File: config.mk
export PLATFORM = sky130hd
export DESIGN_NAME = radio_link_address_filter
export DESIGN_NICKNAME = d
export VERILOG_FILES = /design/src/verilog/link_accept_check.v /design/src/verilog/radio_link_address_filter.v
export VERILOG_INCLUDE_DIRS = /design/src /design/src/include
export SDC_FILE = /design/constraint.sdc
export NUM_CORES = 1
export LEC_CHECK = 0
export ABC_AREA = 1
export ABC_CLOCK_PERIOD_IN_PS = 15600
export BUFFER_PORTS_ARGS = -buffer_cell sky130_fd_sc_hd__buf_2
export CAP_MARGIN = 15
export CORE_AREA = 2 2 139 141
export DETAILED_ROUTE_END_ITERATION = 16
export DIE_AREA = 0 0 141 143
export PLACE_DENSITY = 0.67
export SETUP_SLACK_MARGIN = 0.05
export SYNTH_ARGS = -nofsm -noshare
export SYNTH_HDL_FRONTEND = slang
export SYNTH_SLANG_ARGS = --single-unit
File: constraint.sdc
create_clock -name clk -period 15.6 [get_ports clk]
set_clock_uncertainty 0.2 [all_clocks]
set_input_delay 0.78 -clock clk [delete_from_list [all_inputs] [get_ports clk]]
set_output_delay 0.78 -clock clk [all_outputs]
set_load 0.01 [all_outputs]
File: src/include/link_filter_consts.vh
// Constants for the radio link address filter
`ifndef LINK_FILTER_CONSTS_VH
`define LINK_FILTER_CONSTS_VH

// ----------------------------------------
// Register offsets (byte addresses)
// ----------------------------------------
`define REG_SYSTEM_KEY      8'h00
`define REG_CLUSTER         8'h04
`define REG_STATION         8'h08
`define REG_TARGET          8'h0C
`define REG_CHANNEL         8'h10
`define REG_STATUS          8'h14

// ----------------------------------------
// Reset values and special codes
// ----------------------------------------
`define RST_SYSTEM_KEY      16'h0000
`define RST_CLUSTER         8'h00
`define RST_STATION         8'h01
`define RST_TARGET          8'h01
`define RST_CHANNEL         5'h01
`define KEY_FORBIDDEN       16'hFFFF
`define STATION_FORBIDDEN   8'h00
`define TARGET_BROADCAST    8'h00
`define TARGET_NOBODY       8'hFF
`define CHANNEL_MIN         5'h01
`define CHANNEL_MAX         5'h14

// ----------------------------------------
// Frame header layout: byte index
// ----------------------------------------
`define HDR_KEY_HI          3'h0
`define HDR_KEY_LO          3'h1
`define HDR_CLUSTER         3'h2
`define HDR_TARGET          3'h3
`define HDR_SOURCE          3'h4

`endif

File: src/verilog/link_accept_check.v
// Acceptance decision for one received frame header
`timescale 1ns/1ps
`include "link_filter_consts.vh"

module link_accept_check
(
    // Local identifiers
    input  wire [15:0] own_key,
    input  wire [7:0]  own_cluster,
    input  wire [7:0]  own_station,
    input  wire [4:0]  own_channel,
    // Fields seen in the frame
    input  wire [15:0] frm_key,
    input  wire [7:0]  frm_cluster,
    input  wire [7:0]  frm_target,
    input  wire [4:0]  frm_channel,
    input  wire        frm_err,
    // Verdict
    output wire        accept
);

    wire ids_ok;      // Key and cluster agree
    wire dest_ok;     // Addressed to us or to all
    wire chan_ok;     // Same carrier

    assign ids_ok  = (frm_key == own_key) &&
                     (frm_cluster == own_cluster);
    // Broadcast reaches every station; nobody-code reaches none
    assign dest_ok = (frm_target != `TARGET_NOBODY) &&
                     ((frm_target == `TARGET_BROADCAST) ||
                      (frm_target == own_station));
    assign chan_ok = (frm_channel == own_channel);
    assign accept  = !frm_err && ids_ok && dest_ok &&
                     chan_ok;

endmodule // link_accept_check

File: src/verilog/radio_link_address_filter.v
// Link addressing: transmit header stamping and receive filtering
`timescale 1ns/1ps
`include "link_filter_consts.vh"

module radio_link_address_filter
#(
    parameter HDR_LEN = 5                  // Header bytes per frame
)
(
    // Clock and reset
    input  wire        clk,
    input  wire        reset,
    // Register port
    input  wire [7:0]  reg_addr,
    input  wire [15:0] reg_wdata,
    input  wire        reg_wr,
    input  wire        reg_rd,
    output reg  [15:0] reg_rdata_ff,
    // Host payload to send
    input  wire        host_tx_valid,
    input  wire [7:0]  host_tx_data,
    input  wire        host_tx_last,
    output reg         host_tx_ready_ff,
    // Frame out to radio
    output reg         radio_tx_valid_ff,
    output reg  [7:0]  radio_tx_data_ff,
    output reg         radio_tx_last_ff,
    input  wire        radio_tx_ready,
    // Frame in from radio
    input  wire        radio_rx_valid,
    input  wire [7:0]  radio_rx_data,
    input  wire        radio_rx_last,
    input  wire        radio_rx_err,
    input  wire [4:0]  radio_rx_channel,
    // Accepted payload to host
    output reg         host_rx_valid_ff,
    output reg  [7:0]  host_rx_data_ff,
    output reg         host_rx_last_ff
);

    // ----------------------------------------
    // Local state
    // ----------------------------------------
    localparam TX_IDLE = 2'b00;           // Waiting for host data
    localparam TX_HDR  = 2'b01;           // Emitting header
    localparam TX_PAY  = 2'b10;           // Moving payload
    localparam RX_HDR  = 2'b00;           // Collecting header
    localparam RX_PAY  = 2'b01;           // Forwarding payload
    localparam RX_DROP = 2'b10;           // Swallowing rejected frame

    reg [15:0] key_ff;                    // System key
    reg [7:0]  cluster_ff;                // Cluster number
    reg [7:0]  station_ff;                // Local station number
    reg [7:0]  target_ff;                 // Target station number
    reg [4:0]  channel_ff;                // Carrier channel
    reg [7:0]  acc_cnt_ff;                // Frames accepted
    reg [7:0]  drop_cnt_ff;               // Frames discarded

    reg [1:0]  tx_st_ff;                  // Transmit state
    reg [2:0]  tx_idx_ff;                 // Header byte index
    reg [15:0] snap_key_ff;               // Identifiers frozen per send
    reg [7:0]  snap_cluster_ff;
    reg [7:0]  snap_target_ff;
    reg [7:0]  snap_station_ff;

    reg [1:0]  rx_st_ff;                  // Receive state
    reg [2:0]  rx_idx_ff;                 // Header byte index
    reg [15:0] frm_key_ff;                // Captured frame fields
    reg [7:0]  frm_cluster_ff;
    reg [7:0]  frm_target_ff;
    reg [4:0]  frm_channel_ff;
    reg        frm_err_ff;

    wire       accept;                    // Header verdict
    wire       slot_free;                 // Radio output slot empty or its byte taken this cycle
    reg  [7:0] hdr_byte;                  // Header byte to emit

    // ----------------------------------------
    // Acceptance check
    // ----------------------------------------
    link_accept_check u_check
    (
        .own_key     (key_ff),
        .own_cluster (cluster_ff),
        .own_station (station_ff),
        .own_channel (channel_ff),
        .frm_key     (frm_key_ff),
        .frm_cluster (frm_cluster_ff),
        .frm_target  (frm_target_ff),
        .frm_channel (frm_channel_ff),
        .frm_err     (frm_err_ff),
        .accept      (accept)
    );

    // ----------------------------------------
    // Register writes
    // ----------------------------------------
    // Illegal values are ignored so a bad write never breaks the link
    always @(posedge clk or posedge reset)
    begin
        if (reset)
        begin
            key_ff     <= `RST_SYSTEM_KEY;
            cluster_ff <= `RST_CLUSTER;
            station_ff <= `RST_STATION;
            target_ff  <= `RST_TARGET;
            channel_ff <= `RST_CHANNEL;
        end
        else if (reg_wr)
        begin
            // Legal writes land at once; sends pick them up next frame
            case (reg_addr)
                `REG_SYSTEM_KEY:
                    if (reg_wdata != `KEY_FORBIDDEN)
                        key_ff <= reg_wdata;
                `REG_CLUSTER:
                    cluster_ff <= reg_wdata[7:0];
                `REG_STATION:
                    if (reg_wdata[7:0] != `STATION_FORBIDDEN)
                        station_ff <= reg_wdata[7:0];
                `REG_TARGET:
                    target_ff <= reg_wdata[7:0];
                `REG_CHANNEL:
                    if (reg_wdata[15:5] == 11'h000 &&
                        reg_wdata[4:0] >= `CHANNEL_MIN &&
                        reg_wdata[4:0] <= `CHANNEL_MAX)
                        channel_ff <= reg_wdata[4:0];
                default:
                    ;                                  // Unmapped: ignored
            endcase
        end
    end

    // ----------------------------------------
    // Register reads, data one cycle later
    // ----------------------------------------
    always @(posedge clk or posedge reset)
    begin
        if (reset)
            reg_rdata_ff <= 16'h0000;
        else if (reg_rd)
        begin
            case (reg_addr)
                `REG_SYSTEM_KEY: reg_rdata_ff <= key_ff;
                `REG_CLUSTER:    reg_rdata_ff <= {8'h00, cluster_ff};
                `REG_STATION:    reg_rdata_ff <= {8'h00, station_ff};
                `REG_TARGET:     reg_rdata_ff <= {8'h00, target_ff};
                `REG_CHANNEL:    reg_rdata_ff <= {11'h000, channel_ff};
                `REG_STATUS:     reg_rdata_ff <= {drop_cnt_ff,
                                                  acc_cnt_ff};
                default:         reg_rdata_ff <= 16'h0000;
            endcase
        end
        else
            reg_rdata_ff <= 16'h0000;                  // Valid one cycle only
    end

    // ----------------------------------------
    // Transmit header byte select
    // ----------------------------------------
    always @*
    begin
        case (tx_idx_ff)
            `HDR_KEY_HI:  hdr_byte = snap_key_ff[15:8];
            `HDR_KEY_LO:  hdr_byte = snap_key_ff[7:0];
            `HDR_CLUSTER: hdr_byte = snap_cluster_ff;
            `HDR_TARGET:  hdr_byte = snap_target_ff;
            default:      hdr_byte = snap_station_ff;
        endcase
    end

    assign slot_free = !radio_tx_valid_ff || radio_tx_ready;

    // ----------------------------------------
    // Transmit sequencer
    // ----------------------------------------
    // One-byte output slot keeps outputs registered; costs throughput
    always @(posedge clk or posedge reset)
    begin
        if (reset)
        begin
            tx_st_ff          <= TX_IDLE;
            tx_idx_ff         <= 3'h0;
            snap_key_ff       <= `RST_SYSTEM_KEY;
            snap_cluster_ff   <= `RST_CLUSTER;
            snap_target_ff    <= `RST_TARGET;
            snap_station_ff   <= `RST_STATION;
            host_tx_ready_ff  <= 1'b0;
            radio_tx_valid_ff <= 1'b0;
            radio_tx_data_ff  <= 8'h00;
            radio_tx_last_ff  <= 1'b0;
        end
        else
        begin
            if (radio_tx_valid_ff && radio_tx_ready)
                radio_tx_valid_ff <= 1'b0;             // Byte taken
            case (tx_st_ff)
                TX_IDLE:
                    if (host_tx_valid)
                    begin
                        // Freeze identifiers for this whole frame
                        snap_key_ff     <= key_ff;
                        snap_cluster_ff <= cluster_ff;
                        snap_target_ff  <= target_ff;
                        snap_station_ff <= station_ff;
                        tx_idx_ff       <= 3'h0;
                        tx_st_ff        <= TX_HDR;
                    end
                TX_HDR:
                    if (slot_free)
                    begin
                        radio_tx_valid_ff <= 1'b1;
                        radio_tx_data_ff  <= hdr_byte;
                        radio_tx_last_ff  <= 1'b0;
                        if (tx_idx_ff == HDR_LEN - 1)
                            tx_st_ff <= TX_PAY;
                        else
                            tx_idx_ff <= tx_idx_ff + 3'h1;
                    end
                TX_PAY:
                    if (host_tx_ready_ff)
                    begin
                        if (host_tx_valid)
                        begin
                            // Payload byte moves into free slot
                            host_tx_ready_ff  <= 1'b0;
                            radio_tx_valid_ff <= 1'b1;
                            radio_tx_data_ff  <= host_tx_data;
                            radio_tx_last_ff  <= host_tx_last;
                            if (host_tx_last)
                                tx_st_ff <= TX_IDLE;
                        end
                    end
                    else if (slot_free)
                        host_tx_ready_ff <= 1'b1;
                default:
                    tx_st_ff <= TX_IDLE;
            endcase
        end
    end

    // ----------------------------------------
    // Receive filter
    // ----------------------------------------
    // Radio cannot be stalled, so payload is passed straight through
    always @(posedge clk or posedge reset)
    begin
        if (reset)
        begin
            rx_st_ff         <= RX_HDR;
            rx_idx_ff        <= 3'h0;
            frm_key_ff       <= 16'h0000;
            frm_cluster_ff   <= 8'h00;
            frm_target_ff    <= 8'h00;
            frm_channel_ff   <= 5'h00;
            frm_err_ff       <= 1'b0;
            acc_cnt_ff       <= 8'h00;
            drop_cnt_ff      <= 8'h00;
            host_rx_valid_ff <= 1'b0;
            host_rx_data_ff  <= 8'h00;
            host_rx_last_ff  <= 1'b0;
        end
        else
        begin
            host_rx_valid_ff <= 1'b0;
            host_rx_last_ff  <= 1'b0;
            if (radio_rx_valid)
            begin
                case (rx_st_ff)
                    RX_HDR:
                    begin
                        // Every frame longer than the header is checked here
                        case (rx_idx_ff)
                            `HDR_KEY_HI:
                            begin
                                frm_key_ff[15:8] <= radio_rx_data;
                                frm_err_ff       <= radio_rx_err;
                                frm_channel_ff   <= radio_rx_channel;
                            end
                            `HDR_KEY_LO:
                                frm_key_ff[7:0] <= radio_rx_data;
                            `HDR_CLUSTER:
                                frm_cluster_ff <= radio_rx_data;
                            `HDR_TARGET:
                                frm_target_ff <= radio_rx_data;
                            default:
                                ;                      // Source not checked
                        endcase
                        if (radio_rx_last)
                        begin
                            // Runt frame: dropped and counted as discarded
                            rx_idx_ff   <= 3'h0;
                            drop_cnt_ff <= drop_cnt_ff + 8'h01;
                        end
                        else if (rx_idx_ff == HDR_LEN - 1)
                        begin
                            rx_idx_ff <= 3'h0;
                            if (accept)
                            begin
                                rx_st_ff   <= RX_PAY;
                                acc_cnt_ff <= acc_cnt_ff + 8'h01;
                            end
                            else
                            begin
                                rx_st_ff    <= RX_DROP;
                                drop_cnt_ff <= drop_cnt_ff + 8'h01;
                            end
                        end
                        else
                            rx_idx_ff <= rx_idx_ff + 3'h1;
                    end
                    RX_PAY:
                    begin
                        host_rx_valid_ff <= 1'b1;
                        host_rx_data_ff  <= radio_rx_data;
                        host_rx_last_ff  <= radio_rx_last;
                        if (radio_rx_last)
                            rx_st_ff <= RX_HDR;
                    end
                    RX_DROP:
                        if (radio_rx_last)
                            rx_st_ff <= RX_HDR;
                    default:
                        rx_st_ff <= RX_HDR;
                endcase
            end
        end
    end

endmodule // radio_link_address_filter
**Word level (Yosys, flattened, before mapping)**

Cells that the tools add are included.

- Input bits: 55
- Register bits after elaboration: 186

- Add/subtract/negate cells: 4
- Multiplexer cells: 44
- Reductions and logical operators: 42
- Bitwise logic cells: 1
- Eq/ne operators: 34
- $lt $le $gt $ge: 2

Operators by type and width:

| operator | count |
|---|---|
| 16-bit one-hot mux with 6 select lines | 1 |
| 8-bit 2-to-1 mux | 6 |
| 8-bit one-hot mux with 4 select lines | 1 |
| 3-bit AND reduction | 7 |
| 2-bit 2-to-1 mux | 10 |
| 2-bit inequality test (second input constant) | 10 |
| 8-bit by 1-bit adder with 8-bit output (second input constant) | 2 |
| 16-bit equality test | 1 |
| 8-bit by 4-bit equality test with 1-bit output (second input constant) | 2 |
| 8-bit by 5-bit equality test with 1-bit output (second input constant) | 2 |
| 8-bit equality test | 2 |
| 8-bit logical NOT | 2 |
| 16-bit 2-to-1 mux | 1 |
| 16-bit inequality test (second input constant) | 1 |
| 8-bit one-hot mux with 2 select lines | 1 |
| 4-bit AND reduction | 4 |
| 3-bit 2-to-1 mux | 5 |
| 1-bit 2-to-1 mux | 14 |
| 3-bit by 2-bit equality test with 1-bit output (second input constant) | 4 |
| 11-bit logical NOT | 1 |
| 2-bit AND reduction | 5 |
| 8-bit by 3-bit equality test with 1-bit output (second input constant) | 1 |
| 1-bit logical AND | 8 |
| 8-bit inequality test (second input constant) | 1 |
| 23 further kinds | 35 |

**Longest topological paths before layout**

- Word-level depth: 9
- Depth in mapped cells: 14

**By module**

A second synthesis with hierarchy kept.

- Cells, all modules: 1,108
- Area, all modules: 9,197.6 um2

By module, submodules not included:

| module | instances | cells an instance | seq. area each (um2) | area an instance (um2) |
|---|---|---|---|---|
| radio_link_address_filter | 1 | 955 | 4,660.7 | 8,505.7 |
| link_accept_check | 1 | 153 | 0.0 | 691.9 |

**Least setup slack after synthesis**

No wires, ideal clock.

- Path kind: input -> register
- From: input port reg_addr[0]
- To: register key_ff[10]
- Buffers on the path: 0
- Setup slack: 13.409 ns
- Stages: 7
- Arrival: 1.866 ns
- Path through: inv_1 > nand2_4 > nor3_1 > nand2_2 > nor2_1 > nand2_2 > mux2_2

- Longest elaborated chain between the ends: 2

Ends and longest elaborated chain:

| element | RTL line | text |
|---|---|---|
| start: declaration | radio_link_address_filter.v:14 | `input wire [7:0] reg_addr,` |
| 8-bit logical NOT | radio_link_address_filter.v:112 | `case (reg_addr)` |
| 3-bit AND reduction (no source line) | n/a |  |
| end signal: assignment | radio_link_address_filter.v:103 | `` key_ff <= `RST_SYSTEM_KEY; `` |
| end signal: assignment | radio_link_address_filter.v:115 | `key_ff <= reg_wdata;` |
| end: declaration | radio_link_address_filter.v:51 | `reg [15:0] key_ff;` |

Every way passes these cells.
A chain may end at the register's enable or synchronous reset.

**Worst setup path in the final report**

- From: register tx_st_ff[0]
- To: register radio_tx_data_ff[5]

- Longest elaborated chain between the ends: 3

Ends and longest elaborated chain:

| element | RTL line | text |
|---|---|---|
| start: declaration | radio_link_address_filter.v:59 | `reg [1:0] tx_st_ff;` |
| start signal: assignment | radio_link_address_filter.v:182 | `tx_st_ff <= TX_IDLE;` |
| start signal: assignment | radio_link_address_filter.v:207 | `tx_st_ff <= TX_HDR;` |
| start signal: assignment | radio_link_address_filter.v:216 | `tx_st_ff <= TX_PAY;` |
| 2-bit by 1-bit equality test with 1-bit output or 2-bit equality test (tied branches) | radio_link_address_filter.v:197 | `case (tx_st_ff)` |
| 2-bit inequality test (no source line) or 2-bit nonzero test (tied branches) | n/a |  |
| 4-bit AND reduction (no source line) | n/a |  |
| end signal: assignment | radio_link_address_filter.v:213 | `radio_tx_data_ff <= hdr_byte;` |
| end signal: assignment | radio_link_address_filter.v:228 | `radio_tx_data_ff <= host_tx_data;` |
| end: declaration | radio_link_address_filter.v:26 | `output reg [7:0] radio_tx_data_ff,` |

Several ways; a longest one is shown, not always the timed one.

==> impl_metrics.toml <==
[status]
status = "completed"

[die]
die-area_sq_um = 20200
coreArea_sq_um = 18600
die_x_um = 141
die_y_um = 143
initial_core_util_pct = 50.2
ioPinCount = 92
rows = 50

[drt]
drt_wl_total_um = 25700
drc = 0
drt-initial-drc-count = 591
ant_nets = 0
drt_first_pass_iters = 5
routedWlPerCell_um = 17.5
via_per_inst = 5.30
dr_total_vias = 7793

[grt]
grt_max_degree = 108
antenna_found_initial = 0
overflow = 0
grt_pass1_wl_um = 39900
grtUsageTotal_pct = 26.3
grt_pass1_vias = 7231

[pwr]
ir_drop_mv = 0.0867
power.leakage_uw = 0.00531
powerDensity_nw_per_um2 = 150
p_total_uw = 1580

[clocking]
worstSkewPairLatency_ns = 0.44
post_cts.repair.setup_buffers = 0
cts_made_buffers = 17
cts_resized = 0
cts_root_buffer = "clkbuf_16"
clockBufferDepth = 2
cts-htree-levels = 4
cts_tree = "built"
cts.clk_slew.worst_paths_ns = 0.07
cts.sinks = 186
hold_buffers = 0

[layout]
layout-drive-gt1-share_pct = 15.1
syn2layout_area_growth_pct = 13.0
antenna_cells = 0
final_common_cell = "nand2_1"
layout_common_cells = "nand2_1 (369), dfrtp_1 (181), inv_1 (152)"
layout.nets = 1295
nFillCells = 1726

[yosys]
synth_nets = 1209
ys_types = 43
yosysWarnings = 0
ys_seq_area_share_pct = 50.0
synth_area_per_cell_sq_um = 8.20
synth_area_sq_um = 9320
ys_seq_elements = 186
synth_ff_type = "dfrtp_1"
synth_edf_count = 0
async_reset_ff_share_pct = 100
synthCells = 1136

[setup_path]
max_stage_delay_ns = 0.55
worstPathMaxFanout = 20
critPathRequiredTime_ns = 15.72
endpoint_kind = "flip-flop"
crit_slowest_cell = "nor3_2"
cp_cell_sequence = "inv_1, ha_1, inv_1, a21oi_1, nor3_2, clkinv_1, nand2_1, nand2_1"
worstSetupPathType = "reg -> reg"
critPathArrivalTime_ns = 2.83
ff2ff_setup_slack_ns = 12.89
cp-start-kind = "flip-flop"

[run]
cap_violations = 0

[sta]
fin_ws_ns = 12.89
setup_tns_ns = 0
hold_viol = 0
fmax_ghz = 0.368
slew-limit-headroom_pct = 33.7
rsz0062_at_grt = "no"
setup_viol = 0
tightest_slew_ns = 0.994
min_period_ns = 2.71
finalCritPeriodShare_pct = 17.4
slew_violations = 0

[placement]
hpwl_um = 19400
place_congestion = 0.975
portBuffers = 91
place_ws_ns = 12.80

[hold_path]
hp-class = "in -> async"
## stage by stage
step	hold WS (ns)	utilization (%)	cells	cell area, sq um
2_1_floorplan	0.242	-	1136	9320
3_3_place_gp	0.255	53.6	1437	9960
3_5_place_dp	0.264	53.6	1437	9960
4_1_cts	0.282	56.7	1469	10500
5_1_grt	0.302	56.7	1469	10500
6_report	0.277	56.7	1469	10500
## report_power, final
| part | total (uW) | switching [uW] | internal [uW] | leakage [uW] |
|---|---|---|---|---|
| Sequential | 679 | 91.0 | 588 | 0.00247 |
| Clock | 432 | 192 | 240 | 0.000269 |
| Combinational | 474 | 306 | 167 | 0.00258 |
| Total | 1580 | 589 | 995 | 0.00531 |
## synth_stat cells (all sizes together) (9+ instances only)
cell type	count	area share (%)
a21oi	21	1.4
a221oi	9	0.85
buf	9	0.72
clkbuf	17	0.70
dfrtp	181	49
ha	18	2.4
inv	157	6.3
mux2	14	1.7
nand2	376	16
nand3	48	2.7
nand4	25	1.9
nor2	58	2.6
nor3	10	0.83
o211ai	10	0.81
o21ai	126	7.1
o22ai	15	1.0
xnor2	12	1.1
## path summary, 6_finish.rpt
| path | start | end | depth (start not counted) |
|---|---|---|---|
| worst max-delay path | tx_st_ff[0] | radio_tx_data_ff[5] | 8 |
| worst max register to register | tx_st_ff[0] | radio_tx_data_ff[5] | 8 |
| min in group clk | radio_tx_data_ff[6] | radio_tx_data_ff[6] | 2 |
| worst min-delay path | reset | frm_target_ff[6] | 2 |
| max in group asynchronous | reset | key_ff[9] | 3 |
| worst min register to register | radio_tx_data_ff[6] | radio_tx_data_ff[6] | 2 |
## final cells by class
cell class              instances  area (sq um)  share of cell area [%]
clock buffers                  21           450                    4.28
clock inverters                11           123                    1.16
inverters                     161           612                    5.81
well taps                     234           293                    2.78
multi-input cells             763          3930                    37.3
repair buffers                 93           470                    4.47
flip-flops and latches        186          4660                    44.2
## critical path: cells and delay by family (launching register included)
family,cells,cell delay (ns)
flops,1,0.35
buf+inv,3,0.90
simple gates,3,0.77
compound gates,1,0.14
fa+ha+maj,1,0.23
## cells by family (layout without fill, tap and decap cells)
group           Yosys count  in the layout  synth area share, %
simple gates            526            526                 24.4
compound gates          188            188                 11.9
buf+inv                 187            286                 7.91
flops                   186            186                 50.0
fa+ha+maj                18             18                 2.42
xor+xnor                 17             17                 1.68
mux                      14             14                 1.69
## routing by layer
metal	GRT usage, %	up-vias	wire, um
li1	-	3827	-
met1	36.3	3672	11700
met2	41.4	254	11700
met3	5.03	40	1630
met4	10.3	0	685
met5	0	-	0
## registers in the layout, summed over array words and instances, names as in the netlist, 5 cells and up
name	count
host_rx_data_ff	8
frm_channel_ff	5
reg_rdata_ff	16
key_ff	16
station_ff	8
target_ff	8
snap_station_ff	8
frm_cluster_ff	8
frm_key_ff	16
frm_target_ff	8
radio_tx_data_ff	8
snap_key_ff	16
acc_cnt_ff	8
cluster_ff	8
snap_cluster_ff	8
snap_target_ff	8
drop_cnt_ff	8
channel_ff	5
Power figures use the tool's default switching activity.
